`src/rtl/alfc_pkg.sv`:
```
// Package with register map, field layouts and types of the list flow control.
// How it works
// - Result resolution is selectable as 8, 10 or 12 bits.
// - Command list holds up to 64 entries, run in order from the top.
// - Fifteen assignable conversion flags plus one end-of-list flag.
// - Command and result lists each have an active and an alternative buffer.
// - Command entries are fetched from RAM or from non-volatile memory.
// - Results are stored left or right justified, as configured.
// - Four option bits of each command are passed to the chip top.
// - Restart and trigger flow modes; flow register on a selectable path.
// - Error enable bits 7,6,5,3,2,1 gate their error interrupts.
// - Flag select zero sets nothing; value n sets only flag n.
// - Trigger mode restarts from idle with an internal trigger.
// - Restart and abort in one write: abort first, then restart.
// - Restart with abort hides restart error; restart mode hides load-ok too.
// - Same suppression when restart, load-ok and abort share one write.
// - Restart while busy without abort aborts itself and flags an error.
// - Load-ok given with the restart swaps active and alternative buffers.
// - Abort bit clears itself once aborted; cleared means idle.
// - After abort, restart with load-ok, then run from new list top.
package alfc_pkg;

  // Register indices; the byte address is four times the index.
  localparam logic [3:0] IDX_FLOW     = 4'h0;
  localparam logic [3:0] IDX_CFG      = 4'h1;
  localparam logic [3:0] IDX_FLOW_ALT = 4'h2;
  localparam logic [3:0] IDX_STATUS   = 4'h3;
  localparam logic [3:0] IDX_ERRFLAG  = 4'h4;
  localparam logic [3:0] IDX_CONVIF   = 4'h5;
  localparam logic [3:0] IDX_EIE      = 4'h6;
  localparam logic [3:0] IDX_CSL0     = 4'h7;
  localparam logic [3:0] IDX_CSL1     = 4'h8;
  localparam logic [3:0] IDX_RES0     = 4'h9;
  localparam logic [3:0] IDX_RES1     = 4'hA;

  // Flow control bit positions.
  localparam int FLOW_TRIGGER_REQUEST = 0;
  localparam int FLOW_RESTART_REQUEST = 1;
  localparam int FLOW_LIST_SWAP_OK = 2;
  localparam int FLOW_SEQUENCE_ABORT = 3;

  // Error flag and enable bit positions.
  localparam int ERR_IA   = 7;
  localparam int ERR_CMD  = 6;
  localparam int ERR_EOL  = 5;
  localparam int ERR_TRIGGER_REQUEST = 3;
  localparam int ERR_RSTR = 2;
  localparam int ERR_LIST_SWAP_OK = 1;
  localparam int ERR_RESTART_REQUEST = 0;

  // Reset values.
  localparam logic [7:0]  EIE_RESET  = 8'h00;
  localparam logic [7:0]  CFG_RESET  = 8'h00;
  localparam logic [15:0] BASE_RESET = 16'h0000;

  // List size and encodings.
  localparam logic [5:0] LIST_LAST = 6'h3F;
  localparam logic [1:0] RES_8  = 2'h0;
  localparam logic [1:0] RES_10 = 2'h1;
  localparam logic [1:0] RES_12 = 2'h2;
  localparam logic [1:0] CT_NORMAL = 2'h0;
  localparam logic [1:0] CT_EOS    = 2'h1;
  localparam logic [1:0] CT_EOL    = 2'h2;

  // Conversion command word as fetched from memory.
  typedef struct packed {
    logic [15:0] spare;
    logic [5:0]  chan;
    logic [3:0]  opt;
    logic [3:0]  fsel;
    logic [1:0]  ctype;
  } alfc_cmd_t;

  // Configuration register layout.
  typedef struct packed {
    logic [1:0] spare;
    logic       path_alt;
    logic       nvm_src;
    logic       left_just;
    logic [1:0] res;
    logic       restart_mode;
  } alfc_cfg_t;

  // Memory request and answer.
  typedef struct packed {
    logic        valid;
    logic        write;
    logic        nvm;
    logic [15:0] addr;
    logic [15:0] wdata;
  } alfc_mreq_t;

  typedef struct packed {
    logic        ack;
    logic [31:0] rdata;
  } alfc_mrsp_t;

  // Command to the analog converter.
  typedef struct packed {
    logic       start;
    logic [5:0] chan;
    logic [1:0] res;
    logic [3:0] opt;
  } alfc_conv_t;

endpackage : alfc_pkg

```
`src/rtl/alfc_flag_decode.sv`:
```
// One-hot decoder from a command flag select to the conversion flags.
`timescale 1ns/1ps
module alfc_flag_decode
  import alfc_pkg::*;
(
  // Select and decoded flags
  input  wire logic [3:0]  sel,
  output logic      [15:1] onehot
);

  // Each flag compares the select with its own number; zero matches none.
  genvar g;
  for (g = 1; g < 16; g++) begin : g_flag
    assign onehot[g] = (sel == 4'(g));
  end

endmodule : alfc_flag_decode

```
`src/rtl/alfc_justify.sv`:
```
// Places a raw converter sample into a 16-bit result word.
`timescale 1ns/1ps
module alfc_justify
  import alfc_pkg::*;
(
  // Sample, format and result
  input  wire logic [11:0] raw,
  input  wire logic [1:0]  res,
  input  wire logic        left_just,
  output logic      [15:0] result
);

  // The sample is MSB aligned, so lower resolutions drop its low bits.
  always_comb begin
    case (res)
      RES_8:   result = left_just ? {raw[11:4], 8'h00}
                                  : {8'h00, raw[11:4]};
      RES_10:  result = left_just ? {raw[11:2], 6'h00}
                                  : {6'h00, raw[11:2]};
      default: result = left_just ? {raw, 4'h0}
                                  : {4'h0, raw};
    endcase
  end

endmodule : alfc_justify

```
`src/rtl/alfc_top.sv`:
```
// List flow control of the converter with its APB register file.
`timescale 1ns/1ps
module alfc_top
  import alfc_pkg::*;
#(
  parameter int APB_AW = 8
) (
  // Clock and reset
  input  wire logic              pclk,
  input  wire logic              presetn,
  // APB slave
  input  wire logic              psel,
  input  wire logic              penable,
  input  wire logic              pwrite,
  input  wire logic [APB_AW-1:0] paddr,
  input  wire logic [31:0]       pwdata,
  output logic                   pready,
  output logic      [31:0]       prdata,
  output logic                   pslverr,
  // List memory port
  output alfc_mreq_t             mem_req,
  input  wire alfc_mrsp_t        mem_rsp,
  // Converter port
  output alfc_conv_t             conv_cmd,
  input  wire logic              conv_done,
  input  wire logic [11:0]       conv_data,
  // Interrupt lines
  output logic                   err_irq,
  output logic      [15:1]       conv_irq,
  output logic                   eol_irq
);

  typedef enum logic [2:0] {ST_IDLE, ST_FETCH, ST_CONV, ST_STORE}
    alfc_state_t;

  //////////////////////////////////////////////////////////////////////////
  // State
  alfc_state_t state_reg;
  alfc_cfg_t   cfg_reg;
  alfc_cmd_t   cmd_reg;
  alfc_mreq_t  mreq_reg;
  alfc_conv_t  conv_reg;
  logic [7:0]  eie_reg;
  logic [7:0]  err_reg;
  logic [15:1] cif_reg;
  logic        eol_reg;
  logic [15:0] csl_base_reg [2];
  logic [15:0] res_base_reg [2];
  logic        trigger_request_reg;
  logic        restart_request_reg;
  logic        list_swap_ok_reg;
  logic        sequence_abort_reg;
  logic        armed_reg;
  logic        act_reg;
  logic [5:0]  cmd_idx_reg;
  logic [5:0]  res_idx_reg;
  logic [15:0] result_reg;
  logic        pready_reg;
  logic [31:0] prdata_reg;
  logic        pslverr_reg;
  logic        err_irq_reg;
  logic [15:1] conv_irq_reg;
  logic        eol_irq_reg;

  //////////////////////////////////////////////////////////////////////////
  // Bus decode
  logic [3:0]  idx;
  logic        hi_zero;
  logic        access;
  logic        wr_en;
  logic        mapped;
  logic        ro_hit;
  logic        flow_hit;
  logic        flow_wr;
  logic [31:0] rd_mux;

  assign idx     = paddr[5:2];
  assign hi_zero = (paddr[APB_AW-1:6] == '0);
  assign access  = psel && penable && pready_reg;
  assign wr_en   = access && pwrite && mapped;
  assign ro_hit  = (idx == IDX_STATUS);

  // Only the flow register on the selected path answers.
  assign flow_hit = cfg_reg.path_alt ? (idx == IDX_FLOW_ALT)
                                     : (idx == IDX_FLOW);
  assign mapped = hi_zero && (flow_hit || (idx == IDX_CFG) ||
                  (idx == IDX_STATUS) || (idx == IDX_ERRFLAG) ||
                  (idx == IDX_CONVIF) || (idx == IDX_EIE) ||
                  (idx == IDX_CSL0) || (idx == IDX_CSL1) ||
                  (idx == IDX_RES0) || (idx == IDX_RES1));
  assign flow_wr = wr_en && flow_hit;

  // Read multiplexer; unused bits read as zero.
  always_comb begin
    rd_mux = 32'h0000_0000;
    if (hi_zero && flow_hit) begin
      rd_mux[FLOW_TRIGGER_REQUEST] = trigger_request_reg;
      rd_mux[FLOW_RESTART_REQUEST] = restart_request_reg;
      rd_mux[FLOW_LIST_SWAP_OK] = list_swap_ok_reg;
      rd_mux[FLOW_SEQUENCE_ABORT] = sequence_abort_reg;
    end else if (hi_zero) begin
      case (idx)
        IDX_CFG:     rd_mux[7:0]   = cfg_reg;
        IDX_STATUS:  rd_mux[15:0]  = {res_idx_reg, cmd_idx_reg,
                                      armed_reg, act_reg,
                                      (state_reg != ST_IDLE), 1'b0};
        IDX_ERRFLAG: rd_mux[7:0]   = err_reg;
        IDX_CONVIF:  rd_mux[15:0]  = {cif_reg, eol_reg};
        IDX_EIE:     rd_mux[7:0]   = eie_reg;
        IDX_CSL0:    rd_mux[15:0]  = csl_base_reg[0];
        IDX_CSL1:    rd_mux[15:0]  = csl_base_reg[1];
        IDX_RES0:    rd_mux[15:0]  = res_base_reg[0];
        IDX_RES1:    rd_mux[15:0]  = res_base_reg[1];
        default:     rd_mux        = 32'h0000_0000;
      endcase
    end
  end

  // One wait state: pready rises in the second access cycle.
  always_ff @(posedge pclk or negedge presetn) begin
    if (!presetn) begin
      pready_reg  <= 1'b0;
      prdata_reg  <= 32'h0000_0000;
      pslverr_reg <= 1'b0;
    end else begin
      pready_reg  <= psel && penable && !pready_reg;
      pslverr_reg <= psel && penable && !pready_reg &&
                     (!mapped || (pwrite && ro_hit));
      if (psel && penable && !pready_reg && !pwrite) begin
        prdata_reg <= rd_mux;
      end
    end
  end

  // Plain read-write registers.
  always_ff @(posedge pclk or negedge presetn) begin
    if (!presetn) begin
      cfg_reg         <= CFG_RESET;
      eie_reg         <= EIE_RESET;
      csl_base_reg[0] <= BASE_RESET;
      csl_base_reg[1] <= BASE_RESET;
      res_base_reg[0] <= BASE_RESET;
      res_base_reg[1] <= BASE_RESET;
    end else if (wr_en && !flow_hit) begin
      case (idx)
        IDX_CFG:  cfg_reg         <= pwdata[7:0];
        IDX_EIE:  eie_reg         <= pwdata[7:0];
        IDX_CSL0: csl_base_reg[0] <= pwdata[15:0];
        IDX_CSL1: csl_base_reg[1] <= pwdata[15:0];
        IDX_RES0: res_base_reg[0] <= pwdata[15:0];
        IDX_RES1: res_base_reg[1] <= pwdata[15:0];
        default:  cfg_reg         <= cfg_reg;
      endcase
    end
  end

  //////////////////////////////////////////////////////////////////////////
  // Flow control events
  logic busy;
  logic w_trigger_request;
  logic w_restart_request;
  logic w_list_swap_ok;
  logic w_sequence_abort;
  logic auto_abort;
  logic abort_done;
  logic restart_go;
  logic start_go;
  logic trigger_request_err;
  logic restart_request_err;
  logic list_swap_ok_err;
  logic store_done;
  logic fetch_done;
  logic cmd_bad;
  logic [15:1] flag_hot;
  logic [15:0] justified;

  assign busy   = (state_reg != ST_IDLE);
  assign w_trigger_request = flow_wr && pwdata[FLOW_TRIGGER_REQUEST];
  assign w_restart_request = flow_wr && pwdata[FLOW_RESTART_REQUEST];
  assign w_list_swap_ok = flow_wr && pwdata[FLOW_LIST_SWAP_OK];
  assign w_sequence_abort = flow_wr && pwdata[FLOW_SEQUENCE_ABORT];

  // A busy restart with no abort under way aborts by itself.
  assign auto_abort = w_restart_request && busy && !sequence_abort_reg && !w_sequence_abort;
  // A restart over a running or pending sequence; hidden with abort.
  assign restart_request_err = w_restart_request && (busy || restart_request_reg) && !auto_abort &&
                    !w_sequence_abort;
  // Load-ok without restart or over a busy list; restart with abort in restart mode hides it.
  assign list_swap_ok_err = w_list_swap_ok && (!w_restart_request || busy) &&
                    !(w_sequence_abort && w_restart_request && cfg_reg.restart_mode);
  // A trigger is refused while running or when no list is armed.
  assign trigger_request_err = w_trigger_request && (busy || !armed_reg || restart_request_reg);
  // Abort waits for an outstanding memory access before ending.
  assign abort_done = sequence_abort_reg &&
                      (!mreq_reg.valid || mem_rsp.ack);
  // Restart runs only after any abort, so abort always goes first.
  assign restart_go = !busy && restart_request_reg && !sequence_abort_reg;
  assign start_go   = !busy && armed_reg && trigger_request_reg && !restart_request_reg &&
                      !sequence_abort_reg;
  assign fetch_done = (state_reg == ST_FETCH) && mreq_reg.valid &&
                      mem_rsp.ack && !sequence_abort_reg;
  assign cmd_bad    = !(mem_rsp.rdata[1:0] inside {CT_NORMAL, CT_EOS,
                                                   CT_EOL});
  assign store_done = (state_reg == ST_STORE) && mreq_reg.valid &&
                      mem_rsp.ack;

  // Flow bits: software sets, the sequencer clears.
  always_ff @(posedge pclk or negedge presetn) begin
    if (!presetn) begin
      trigger_request_reg <= 1'b0;
      restart_request_reg <= 1'b0;
      list_swap_ok_reg <= 1'b0;
      sequence_abort_reg <= 1'b0;
    end else begin
      if (w_trigger_request && !trigger_request_err) begin
        trigger_request_reg <= 1'b1;
      end else if (start_go) begin
        trigger_request_reg <= 1'b0;
      end
      if (w_restart_request) begin
        restart_request_reg <= 1'b1;
      end else if (restart_go) begin
        restart_request_reg <= 1'b0;
      end
      if (w_list_swap_ok) begin
        list_swap_ok_reg <= 1'b1;
      end else if (restart_go) begin
        list_swap_ok_reg <= 1'b0;
      end
      if ((w_sequence_abort && busy) || auto_abort) begin
        sequence_abort_reg <= 1'b1;
      end else if (abort_done || !busy) begin
        sequence_abort_reg <= 1'b0;
      end
    end
  end

  //////////////////////////////////////////////////////////////////////////
  // Sequencer
  always_ff @(posedge pclk or negedge presetn) begin
    if (!presetn) begin
      state_reg   <= ST_IDLE;
      cmd_reg     <= '0;
      mreq_reg    <= '0;
      conv_reg    <= '0;
      armed_reg   <= 1'b0;
      act_reg     <= 1'b0;
      cmd_idx_reg <= 6'h00;
      res_idx_reg <= 6'h00;
      result_reg  <= 16'h0000;
    end else begin
      conv_reg.start <= 1'b0;
      if (mem_rsp.ack) begin
        mreq_reg.valid <= 1'b0;
      end
      if (abort_done && busy) begin
        state_reg <= ST_IDLE;
        armed_reg <= 1'b0;
      end else begin
        case (state_reg)
          ST_IDLE: begin
            if (restart_go) begin
              cmd_idx_reg <= 6'h00;
              res_idx_reg <= 6'h00;
              if (list_swap_ok_reg) begin
                act_reg <= !act_reg;
              end
              // Trigger mode supplies its own trigger.
              if (cfg_reg.restart_mode) begin
                armed_reg <= 1'b1;
              end else begin
                state_reg <= ST_FETCH;
              end
            end else if (start_go) begin
              armed_reg <= 1'b0;
              state_reg <= ST_FETCH;
            end
          end
          ST_FETCH: begin
            if (!mreq_reg.valid && !sequence_abort_reg) begin
              mreq_reg.valid <= 1'b1;
              mreq_reg.write <= 1'b0;
              mreq_reg.nvm   <= cfg_reg.nvm_src;
              mreq_reg.addr  <= csl_base_reg[act_reg] +
                                {8'h00, cmd_idx_reg, 2'b00};
            end else if (fetch_done) begin
              if (cmd_bad) begin
                state_reg <= ST_IDLE;
              end else begin
                cmd_reg        <= mem_rsp.rdata;
                conv_reg.start <= 1'b1;
                conv_reg.chan  <= mem_rsp.rdata[15:10];
                conv_reg.opt   <= mem_rsp.rdata[9:6];
                conv_reg.res   <= cfg_reg.res;
                state_reg      <= ST_CONV;
              end
            end
          end
          ST_CONV: begin
            if (conv_done) begin
              result_reg     <= justified;
              mreq_reg.valid <= 1'b1;
              mreq_reg.write <= 1'b1;
              mreq_reg.nvm   <= 1'b0;
              mreq_reg.addr  <= res_base_reg[act_reg] +
                                {9'h000, res_idx_reg, 1'b0};
              mreq_reg.wdata <= justified;
              state_reg      <= ST_STORE;
            end
          end
          ST_STORE: begin
            if (store_done) begin
              res_idx_reg <= res_idx_reg + 6'h01;
              cmd_idx_reg <= cmd_idx_reg + 6'h01;
              case (cmd_reg.ctype)
                CT_EOS: begin
                  armed_reg <= 1'b1;
                  state_reg <= ST_IDLE;
                end
                CT_EOL: begin
                  cmd_idx_reg <= 6'h00;
                  res_idx_reg <= 6'h00;
                  armed_reg   <= 1'b1;
                  state_reg   <= ST_IDLE;
                end
                default: begin
                  // No end-of-list within the entries ends the run.
                  state_reg <= (cmd_idx_reg == LIST_LAST) ? ST_IDLE
                                                          : ST_FETCH;
                end
              endcase
            end
          end
          default: state_reg <= ST_IDLE;
        endcase
      end
    end
  end

  alfc_justify u_justify (
    .raw       (conv_data),
    .res       (cfg_reg.res),
    .left_just (cfg_reg.left_just),
    .result    (justified)
  );

  alfc_flag_decode u_flag_decode (
    .sel    (cmd_reg.fsel),
    .onehot (flag_hot)
  );

  //////////////////////////////////////////////////////////////////////////
  // Flags; a hardware set wins over a write-one clear.
  logic [7:0] err_set;
  logic [7:0] err_clr;
  logic       list_overrun;

  assign list_overrun = store_done && (cmd_reg.ctype == CT_NORMAL) &&
                        (cmd_idx_reg == LIST_LAST);
  always_comb begin
    err_set           = 8'h00;
    err_set[ERR_IA]   = access && (!mapped || (pwrite && ro_hit));
    err_set[ERR_CMD]  = fetch_done && cmd_bad;
    err_set[ERR_EOL]  = list_overrun;
    err_set[ERR_TRIGGER_REQUEST] = trigger_request_err;
    err_set[ERR_RSTR] = auto_abort;
    err_set[ERR_LIST_SWAP_OK] = list_swap_ok_err;
    err_set[ERR_RESTART_REQUEST] = restart_request_err;
  end
  assign err_clr = (wr_en && idx == IDX_ERRFLAG && !flow_hit) ?
                   pwdata[7:0] : 8'h00;

  always_ff @(posedge pclk or negedge presetn) begin
    if (!presetn) begin
      err_reg <= 8'h00;
    end else begin
      err_reg <= (err_reg & ~err_clr) | err_set;
    end
  end

  // Conversion flags and end-of-list flag.
  always_ff @(posedge pclk or negedge presetn) begin
    if (!presetn) begin
      cif_reg <= 15'h0000;
      eol_reg <= 1'b0;
    end else begin
      if (wr_en && idx == IDX_CONVIF && !flow_hit) begin
        cif_reg <= (cif_reg & ~pwdata[15:1]) |
                   (store_done ? flag_hot : 15'h0000);
        eol_reg <= (eol_reg && !pwdata[0]) ||
                   (store_done && cmd_reg.ctype == CT_EOL);
      end else if (store_done) begin
        cif_reg <= cif_reg | flag_hot;
        eol_reg <= eol_reg || (cmd_reg.ctype == CT_EOL);
      end
    end
  end

  // Interrupt lines; restart request error shares the restart error enable.
  always_ff @(posedge pclk or negedge presetn) begin
    if (!presetn) begin
      err_irq_reg  <= 1'b0;
      conv_irq_reg <= 15'h0000;
      eol_irq_reg  <= 1'b0;
    end else begin
      err_irq_reg  <= |(err_reg[7:1] & eie_reg[7:1]) ||
                      (err_reg[ERR_RESTART_REQUEST] && eie_reg[ERR_RSTR]);
      conv_irq_reg <= cif_reg;
      eol_irq_reg  <= eol_reg;
    end
  end

  //////////////////////////////////////////////////////////////////////////
  // Outputs
  assign pready   = pready_reg;
  assign prdata   = prdata_reg;
  assign pslverr  = pslverr_reg;
  assign mem_req  = mreq_reg;
  assign conv_cmd = conv_reg;
  assign err_irq  = err_irq_reg;
  assign conv_irq = conv_irq_reg;
  assign eol_irq  = eol_irq_reg;

endmodule : alfc_top

```
`config.mk`:
```
export PLATFORM = sky130hd
export DESIGN_NAME = alfc_top
export DESIGN_NICKNAME = d
export VERILOG_FILES = /design/src/rtl/alfc_pkg.sv /design/src/rtl/alfc_flag_decode.sv /design/src/rtl/alfc_justify.sv /design/src/rtl/alfc_top.sv
export SDC_FILE = /design/constraint.sdc
export NUM_CORES = 1
export LEC_CHECK = 0
export ABC_AREA = 1
export ABC_CLOCK_PERIOD_IN_PS = 4700
export BUFFER_PORTS_ARGS = -buffer_cell sky130_fd_sc_hd__clkbuf_2
export CAP_MARGIN = 20
export CORE_MARGIN = 3
export CORE_UTILIZATION = 30
export DETAILED_ROUTE_END_ITERATION = 16
export PLACE_DENSITY = 0.49
export REMOVE_ABC_BUFFERS = 1
export SLEW_MARGIN = 5
export SYNTH_ARGS = -nofsm -noshare
export SYNTH_HDL_FRONTEND = slang
export SYNTH_SLANG_ARGS = --single-unit
```
`constraint.sdc`:
```
create_clock -name pclk -period 4.7 [get_ports pclk]
set_input_delay 0.47 -clock pclk [delete_from_list [all_inputs] [get_ports pclk]]
set_output_delay 0.47 -clock pclk [all_outputs]
set_load 0.02 [all_outputs]
```
==> results of run 1 <==
-- area by class of cell --
class	count	area (sq um)	area share (%)
clock inverter	11	158	1.16
inverter	154	583	4.29
timing repair buffer	150	788	5.80
multi-input combinational	1079	5340	39.3
tap	511	639	4.71
sequential	213	5330	39.2
clock buffer	37	743	5.47
-- synthesized netlist by cell type (14+ instances only) --
library cell / count / area [sq um]
dfrtp_1: 213 / 5330
ha_1: 20 / 250
buf_2: 15 / 75.1
a21oi_1: 38 / 190
buf_4: 18 / 135
buf_6: 15 / 169
o21ai_2: 51 / 447
a221oi_1: 14 / 123
nor2_1: 95 / 357
nand3_1: 68 / 340
o21ai_1: 27 / 135
nand2_1: 525 / 1970
inv_1: 141 / 529
o21ai_0: 110 / 551
-- logic make-up after synthesis --
group / Yosys count / synth area share (%)
AND/OR/NAND/NOR: 734 / 26.0
AO/OA/AOI/OAI: 301 / 16.5
buffers and inverters: 215 / 8.69
flip-flops: 213 / 45.8
adder cells (fa/ha/maj): 22 / 2.50
XOR/XNOR: 6 / 0.452
other: 1 / 0.0323
-- worst paths after layout --
path | slack, ps | end
worst max-delay path | 1740 | mem_req[9]
worst min-delay path | -2 | mem_req[3]
worst max register to register | 1740 | mem_req[9]
worst min register to register | 440 | conv_irq[1]
max in group asynchronous | 3550 | csl_base_reg[5]
min in group pclk | 120 | conv_cmd[10]
-- through the flow --
stage          worst slack (ps)  power [uW]
3_5_place_dp               1780        3910
6_report                   1740        6010
2_1_floorplan              1980        3270
3_3_place_gp               1800        3900
4_1_cts                    1780        6090
5_1_grt                    1550        6360
-- power by group through the flow --
stage | clock network, uW | registers [uW] | logic [uW]
after detailed placement | 0 | 2360 | 1560
after global placement | 0 | 2350 | 1550
after floorplan | 0 | 2530 | 745
final | 2140 | 2330 | 1540
after CTS | 2200 | 2330 | 1560
after global routing | 2260 | 2370 | 1740
-- critical path, stage by stage (launching register included) --
cell and delay (ps):
dfrtp_1 390, inv_1 100, ha_1 210, nand2_1 280, inv_1 520, nand2_1 460
inv_1 620, a41oi_1 200
-- per-layer routing --
metal / GRT usage (%) / up-vias
li1: - / 5108
met4: 5.82 / 0
met5: 0 / -
met3: 2.71 / 61
met1: 24.5 / 4888
met2: 30.0 / 260
==> qor.yml, run 1 <==
finish:
  fill_cells: 4106
  antenna_cells: 0
  area_delta_synth_final_pct: 16.8
  final_layout_size_suffix_gt1_share_pct: 17.1
  layout.cells.non_filler: 2155
  final_nets: 1737
  largest_reg_flops: 35
  fin_util_pct: 35.8
  finish.instance_area_sq_um: 13600
  final_common_cell: "nand2_1"
  final_cell_mix: "525 x nand2_1, 212 x dfrtp_1, 141 x inv_1"
placed_design:
  gp_congestion: 0.858
  hpwl_microns: 27500
  portBuffers: 139
  place_area_sq_um: 12700
  placed_cells: 2107
floorplanning:
  core-area_sq_um: 37900
  io_pins: 190
  placementRows: 71
  start_util_pct: 30.7
  die_w_microns: 203
  die_h_microns: 203
  die_area_sq_um: 41200
sta:
  setup_violations: 0
  tightest_slew_ps: 912
  fmax_mhz: 337
  grt_setup_unrepaired: "no"
  slew_headroom_pct: 39.2
  clock_skew_ps: 23.3
  tns_ps: 0
  period_share_pct: 63.1
  hold_viol: 3
  hold_ws_ps: -2.33
  maxSlewViolCount: 0
  final.min_clock_period_ps: 2960
clock_tree:
  cts_resized: 0
  clock_latency_ps: 550
  clk_pin_slew_ps: 60
  ctsHoldBuffers: 0
  clock_path_buffers: 3
  cts_tree: "done"
  clock-sinks: 213
  clock-root-buffer: "clkbuf_16"
  cts_setup_buffers: 0
  cts_buffers: 26
  htree_num_levels: 1
run:
  drv_cap: 0
drt:
  wirelength_microns: 37700
  drc_errors: 0
  first_iter_violations: 582
  vias: 10317
  wl_met2_microns: 17500
  met1_length_microns: 17100
  final_antenna_net_count: 0
  viasPerCell: 4.79
  highest_layer: "met4"
  first_pass_iters: 5
  routedWlPerCell_microns: 17.5
  dr_wl_met3_microns: 1720
logic_synthesis:
  avgSynthCellArea_sq_um: 7.79
  yosysSeqAreaShare_pct: 45.8
  synthArstFlopShare_pct: 100
  ys_warn_count: 0
  synth_ff_type: "dfrtp_1"
  synth_area_sq_um: 11600
  synthDistinctLibCells: 45
  synthCells: 1492
  yosys_register_bits: 213
  synth_edf_count: 0
outcome:
  violations: "hold timing"
  status: "finished with violations"
critical_path:
  path_max_fanout: 21
  critical_path_class: "reg2reg"
  startpoint_type: "flip-flop"
  r2r-start: "state_reg[0]"
  worstPathArrival_ps: 3330
  endpoint_kind: "flip-flop"
  startpoint: "state_reg[0]"
  required_ps: 5070
  r2r_cells: 7
power_and_ir_drop:
  power_leakage_uw: 0.00689
  combPwrFrac_pct: 25.7
  p_switching_uw: 2150
  pwr-share-seq_pct: 38.7
  p_clk_share_pct: 35.6
  p_int_uw: 3860
  power.share.switching_pct: 35.8
  powerDensity_nw_per_um2: 443
  ir_drop_uv: 275
global_routing:
  overflow: 0
  antenna_found_initial: 0
  grt_pass1_wl_microns: 58900
  grt_pass1_vias: 10219
  grt.total_usage_pct: 18.2
  grt_max_degree: 112
min_path:
  hold_path.class: "in2async"
Note: power is estimated with default switching activity, not from simulation.
==> run 2, diff against run 1 <==
Settings changed: ABC_AREA 1 to 0, ABC_CLOCK_PERIOD_IN_PS 4700 to 2500, PLACE_DENSITY 0.49 to 0.51.
Clock period 4.7 ns to 2.5 ns, I/O delays scaled along.
==> qor.yml, run 2 <==
clock_tree:
  cts_tree: "done"  # unchanged
  clock_latency_ps: 530  # was 550 ps
  clock-sinks: 213  # unchanged
  cts_buffers: 26  # unchanged
  clock_path_buffers: 3  # unchanged
  clk_pin_slew_ps: 60  # about the same
  htree_num_levels: 1  # unchanged
  clock-root-buffer: "clkbuf_16"  # unchanged
sta:
  period_share_pct: 99.8  # was 63.1%
  final.min_clock_period_ps: 2490  # was 2960 ps
  slew_headroom_pct: 54.7  # was 39.2%
  hold_viol: 0  # was 3
  fmax_mhz: 401  # was 337 MHz
  setup_slack_ps: 5.86  # was 1740 ps
  tightest_slew_ps: 663  # was 912 ps
  clock_skew_ps: 17.6  # was 23.3 ps
  setup_violations: 0  # unchanged
  maxSlewViolCount: 0  # unchanged
  grt_setup_unrepaired: "yes"  # was no
placed_design:
  hpwl_microns: 27300  # was 27500 microns
  gp_congestion: 0.904  # was 0.858
  portBuffers: 139  # unchanged
  dpl_worst_slack_ps: -248  # was 1780 ps
drt:
  final_antenna_net_count: 0  # unchanged
  routedWlPerCell_microns: 20.9  # was 17.5 microns
  wirelength_microns: 36700  # was 37700 microns
  drc_errors: 0  # unchanged
  viasPerCell: 5.24  # was 4.79
  vias: 9217  # was 10317
  first_iter_violations: 667  # was 582
  first_pass_iters: 6  # was 5
finish:
  area_delta_synth_final_pct: 28.1  # was 16.8%
  largest_reg_flops: 35  # unchanged
  final_cell_mix: "212 x dfrtp_1, 146 x nand2_1, 138 x clkbuf_2"  # was 525 x nand2_1, 212 x dfrtp_1, 141 x inv_1
  antenna_cells: 0  # unchanged
  final_nets: 1391  # was 1737
  fill_cells: 3603  # was 4106
  final_common_cell: "dfrtp_1"  # was nand2_1
  final_layout_size_suffix_gt1_share_pct: 32.4  # was 17.1%
  fin_util_pct: 39.1  # was 35.8%
power_and_ir_drop:
  powerDensity_nw_per_um2: 751  # was 443 nW/um^2
  power_leakage_uw: 0.00671  # was 0.00689 uW
  p_total_uw: 10500  # was 6010 uW
  ir_drop_uv: 444  # was 275 uV
logic_synthesis:
  synth_top_cells_by_count: "213 x dfrtp_1, 148 x nand2_1, 90 x mux2_2, 67 x o21ai_0, 57 x nor2_1"  # was 525 x nand2_1, 213 x dfrtp_1, 141 x inv_1, 110 x o21ai_0, 95 x nor2_1
  yosys.area_share.simple_pct: 13.7  # was 26.0%
  synth_edf_count: 0  # unchanged
  synth_mux_area_share_pct: 12.3  # was 0%
  synth_most_common_cell: "dfrtp_1"  # was nand2_1
  ys_warn_count: 0  # unchanged
  synthCells: 1048  # was 1492
  yosysTopAreaCell: "dfrtp_1"  # unchanged
  avgSynthCellArea_sq_um: 10.4  # was 7.79 sq um
  synth_top_area_share_pct: 48.9  # was 45.8%
  synthArstFlopShare_pct: 100  # unchanged
  synth_ff_type: "dfrtp_1"  # unchanged
  synth_top_family_by_area: "compound AO/OA/AOI/OAI gates"  # was simple AND/OR/NAND/NOR gates
  synthTopCellsByArea: "dfrtp_1 49%, mux2_2 9.3%, nand2_1 5.1%"  # was dfrtp_1 46%, nand2_1 17%, o21ai_0 4.7%
  synth-adder-area-share_pct: 2.66  # was 2.50%
  yosysSeqAreaShare_pct: 48.9  # was 45.8%
  synth_compound_area_share_pct: 16.8  # was 16.5%
  yosys_register_bits: 213  # unchanged
  synth_area_sq_um: 10900  # was 11600 sq um
  synthDistinctLibCells: 63  # was 45
  synth_xor_area_share_pct: 1.93  # was 0.452%
global_routing:
  antenna_found_initial: 0  # unchanged
  overflow: 0  # unchanged
  grt.total_usage_pct: 18.5  # was 18.2%
  grt_pass1_vias: 9163  # was 10219
  grt_pass1_wl_microns: 55900  # was 58900 microns
  grt_max_degree: 64  # was 112
critical_path:
  endpoint_kind: "flip-flop"  # unchanged
  path_max_fanout: 4  # was 21
  startpoint: "act_reg"  # was state_reg[0]
  startpoint_type: "flip-flop"  # unchanged
  worstPathArrival_ps: 2910  # was 3330 ps
  r2r-start: "act_reg"  # was state_reg[0]
  critical_path_class: "reg2reg"  # unchanged
  required_ps: 2910  # was 5070 ps
floorplanning:
  die_w_microns: 197  # was 203 microns
  die_h_microns: 197  # was 203 microns
  die_area_sq_um: 38700  # was 41200 sq um
  io_pins: 190  # unchanged
  start_util_pct: 30.5  # was 30.7%
  core-area_sq_um: 35700  # was 37900 sq um
  placementRows: 69  # was 71
min_path:
  hold_path.class: "in2reg"  # was in2async
  worstHoldStart: "mem_rsp[1]"
run:
  drv_cap: 0  # unchanged
outcome:
  status: "completed"  # was finished with violations
run 2: cell count changes after synthesis, moves of 27 or more:
cell	previous run	this run
nand2_1	525	148
inv_1	141	11
mux2_2	0	90
o21ai_2	51	0
a22oi_1	4	51
o21ai_0	110	67
nor2_1	95	57
nand3_1	68	31
o21ai_1	27	0
run 2: final timing paths:
kind / endpoint / slack [ps] / cells past startpoint
min reg2reg: conv_irq[14] / 420 / 0
min: cmd_reg[1] / 20 / 3
max: mem_req[24] / 6 / 9
max in group asynchronous: act_reg / 1390 / 3
min in group asynchronous: armed_reg / 250 / 2
max reg2reg: mem_req[24] / 6 / 9
run 2: per-layer routing:
layer / track usage, % / routed length, microns / vias to the layer above
met5: 0 / 0 / -
met4: 5.17 / 1100 / 0
met3: 2.63 / 1700 / 62
met2: 29.9 / 17100 / 284
met1: 26.2 / 16800 / 4601
li1: - / - / 4270
run 2: what timing repair did:
item	CTS	global route
hold buffers	20	0
pin swaps	8	27
endpoints found under the hold margin	72	0
buffers inserted	3	3
resized for setup	22	30
setup endpoints to repair	9	9
run 2: area by class of cell:
class	count	area [sq um]	area share (%)
flip-flops and latches	213	5330	38.1
clock buffers	38	777	5.56
repair buffers	259	1720	12.3
multi-input cells	766	5430	38.8
inverters	12	45.0	0.322
clock inverters	10	104	0.743
well taps	461	577	4.13
run 2: cell families after synthesis:
kind of cell / after synthesis
simple gates: 320
compound gates: 265
flops: 213
mux: 119
buf+inv: 84
xor+xnor: 24
fa+ha+maj: 22
other cells: 1
run 2: worst max-delay path: stages, from the launching register on:
cell and delay (ps):
dfrtp_2 380, buf_4 140, mux2_2 340, ha_2 190, fa_2 340, a21o_1 220, o21ai_2 190, a21oi_4 110
xnor2_1 140, a221o_1 340
run 2: power by group:
group          internal, uW  switching (uW)  total, uW  leakage (uW)
sequential             3810             324       4130       0.00293
clock                  2350            1520       3870      0.000442
combinational           926            1570       2500       0.00334
total                  7090            3410      10500       0.00671
run 2: per-stage QoR:
step                hold WS (ps)  TNS, ps  area [sq um]  instances
floorplan                  -45.6    -9460         10600        991
global placement             218    -1170         12600       1686
detailed placement           216    -1640         12600       1686
CTS                         1.82        0         13800       1757
global route                32.4     -291         14000       1759
finish                      19.4        0         14000       1759
==> run 3, diff against run 2 <==
Settings changed: PLACE_DENSITY 0.51 to not set, PLACE_DENSITY_LB_ADDON set to 0.25.
==> qor.yml, run 3 (synthesis results as in run 2) <==
outcome:
  status: "finished with violations"  # was completed
  violations: "setup timing"
power_and_ir_drop:
  powerDensity_nw_per_um2: 737  # was 751 nW/um^2
  p_total_uw: 10400  # was 10500 uW
  ir_drop_uv: 431  # was 444 uV
  power_leakage_uw: 0.00672  # was 0.00671 uW
drt:
  vias: 9278  # was 9217
  wl_met2_microns: 17000  # was 17100 microns
  routedWlPerCell_microns: 20.8  # was 20.9 microns
  viasPerCell: 5.25  # was 5.24
  first_iter_violations: 694  # was 667
  first_pass_iters: 5  # was 6
  dr_wl_met3_microns: 1810  # was 1700 microns
  wirelength_microns: 36700  # about the same
  highest_layer: "met4"  # unchanged
  met1_length_microns: 16800  # about the same
  drc_errors: 0  # unchanged
  final_antenna_net_count: 0  # unchanged
global_routing:
  grt_pass1_vias: 9189  # was 9163
  grt_pass1_wl_microns: 55800  # was 55900 microns
  antenna_found_initial: 1  # was 0
  grt_max_degree: 72  # was 64
  grt.total_usage_pct: 18.4  # was 18.5%
  overflow: 0  # unchanged
critical_path:
  worstPathArrival_ps: 2940  # was 2910 ps
  reg2reg_slack_ps: -30  # was 6 ps
  endpoint_kind: "flip-flop"  # unchanged
  required_ps: 2910  # about the same
  path_max_fanout: 6  # was 4
  startpoint_type: "flip-flop"  # unchanged
  critical_path_class: "reg2reg"  # unchanged
finish:
  largest_reg_flops: 35  # unchanged
  final_layout_size_suffix_gt1_share_pct: 33.2  # was 32.4%
  final_nets: 1400  # was 1391
  final_cell_mix: "212 x dfrtp_1, 148 x nand2_1, 138 x clkbuf_2"  # was 212 x dfrtp_1, 146 x nand2_1, 138 x clkbuf_2
  fin_util_pct: 39.5  # was 39.1%
  finish.instance_area_sq_um: 14100  # was 14000 sq um
  final_common_cell: "dfrtp_1"  # unchanged
  area_delta_synth_final_pct: 29.3  # was 28.1%
floorplanning:
  die_w_microns: 197  # unchanged
  io_pins: 190  # unchanged
  die_h_microns: 197  # unchanged
  start_util_pct: 30.5  # unchanged
  core-area_sq_um: 35700  # unchanged
  placementRows: 69  # unchanged
  die_area_sq_um: 38700  # unchanged
clock_tree:
  clock-sinks: 213  # unchanged
  cts_buffers: 25  # was 26
  clk_pin_slew_ps: 60  # about the same
  cts_tree: "done"  # unchanged
  clock-root-buffer: "clkbuf_16"  # unchanged
  htree_num_levels: 1  # unchanged
  clock_latency_ps: 520  # was 530 ps
  clock_path_buffers: 3  # unchanged
sta:
  grt_setup_unrepaired: "yes"  # unchanged
  setup_slack_ps: -30.6  # was 5.86 ps
  setup_violations: 2  # was 0
  hold_viol: 0  # unchanged
  slew_headroom_pct: 58.3  # was 54.7%
  tightest_slew_ps: 609  # was 663 ps
  maxSlewViolCount: 0  # unchanged
  fmax_mhz: 395  # was 401 MHz
  hold_ws_ps: 6.53  # was 19.4 ps
  clock_skew_ps: 7.53  # was 17.6 ps
  period_share_pct: 101  # was 99.8%
  final.min_clock_period_ps: 2530  # was 2490 ps
run:
  drv_cap: 0  # unchanged
placed_design:
  place_area_sq_um: 12700  # was 12600 sq um
  portBuffers: 139  # unchanged
  hpwl_microns: 27000  # was 27300 microns
  dpl_worst_slack_ps: -252  # was -248 ps
  gp_congestion: 0.895  # was 0.904
min_path:
  hold_path.class: "in2reg"  # unchanged
## run 3: cell type report
cell class | instances | area, sq um
diodes | 1 | 2.50
clock buffers | 33 | 686
clock inverters | 11 | 135
fillers | 3600 | 21600
inverters | 12 | 45.0
multi-input cells | 766 | 5520
flip-flops and latches | 213 | 5330
well taps | 461 | 577
repair buffers | 269 | 1810
## run 3: path summary, 6_finish.rpt
| kind | to | start | cells after the start |
|---|---|---|---|
| worst max-delay path | mem_req[26] | act_reg | 9 |
| worst min-delay path | cmd_reg[1] | mem_rsp[1] | 3 |
| worst max register to register | mem_req[26] | act_reg | 9 |
| worst min register to register | conv_irq[7] | cif_reg[7] | 0 |
| max in group asynchronous | cif_reg[15] | presetn | 3 |
| min in group asynchronous | mem_req[33] | presetn | 2 |
## run 3: timing repair
action                                  in CTS  in global routing
pin swaps                                   13                 30
buffers inserted                             7                  4
gates resized for setup                     31                 34
hold buffers                                18                  0
hold endpoints to repair                    82                  0
endpoints found under the setup margin      12                 15
cloned                                       0                  0
## run 3: worst max-delay path: stages, from the launching register on
cell and delay [ps]:
dfrtp_2 430, buf_6 150, mux2_2 380, ha_4 240
a211oi_4 260, o211ai_1 150, and2_4 190, a211oi_4 260
a2111oi_4 70, a221o_1 280
## run 3: per-stage QoR
| stage | cells | setup TNS (ps) |
|---|---|---|
| finish | 1766 | -35.0 |
| CTS | 1762 | -76.7 |
| floorplan | 991 | -9460 |
| global placement | 1693 | -1430 |
| detailed placement | 1693 | -1830 |
| global route | 1765 | -522 |
## run 3: per-layer routing
| layer | GRT usage, % | up-vias |
|---|---|---|
| met3 | 2.36 | 63 |
| li1 | - | 4274 |
| met4 | 5.49 | 0 |
| met2 | 29.8 | 287 |
| met1 | 25.9 | 4654 |
| met5 | 0 | - |
## run 3: power by group
part	internal, uW	leakage, uW	switching, uW
clock network	2230	0.000402	1480
logic	948	0.00340	1590
registers	3810	0.00293	334
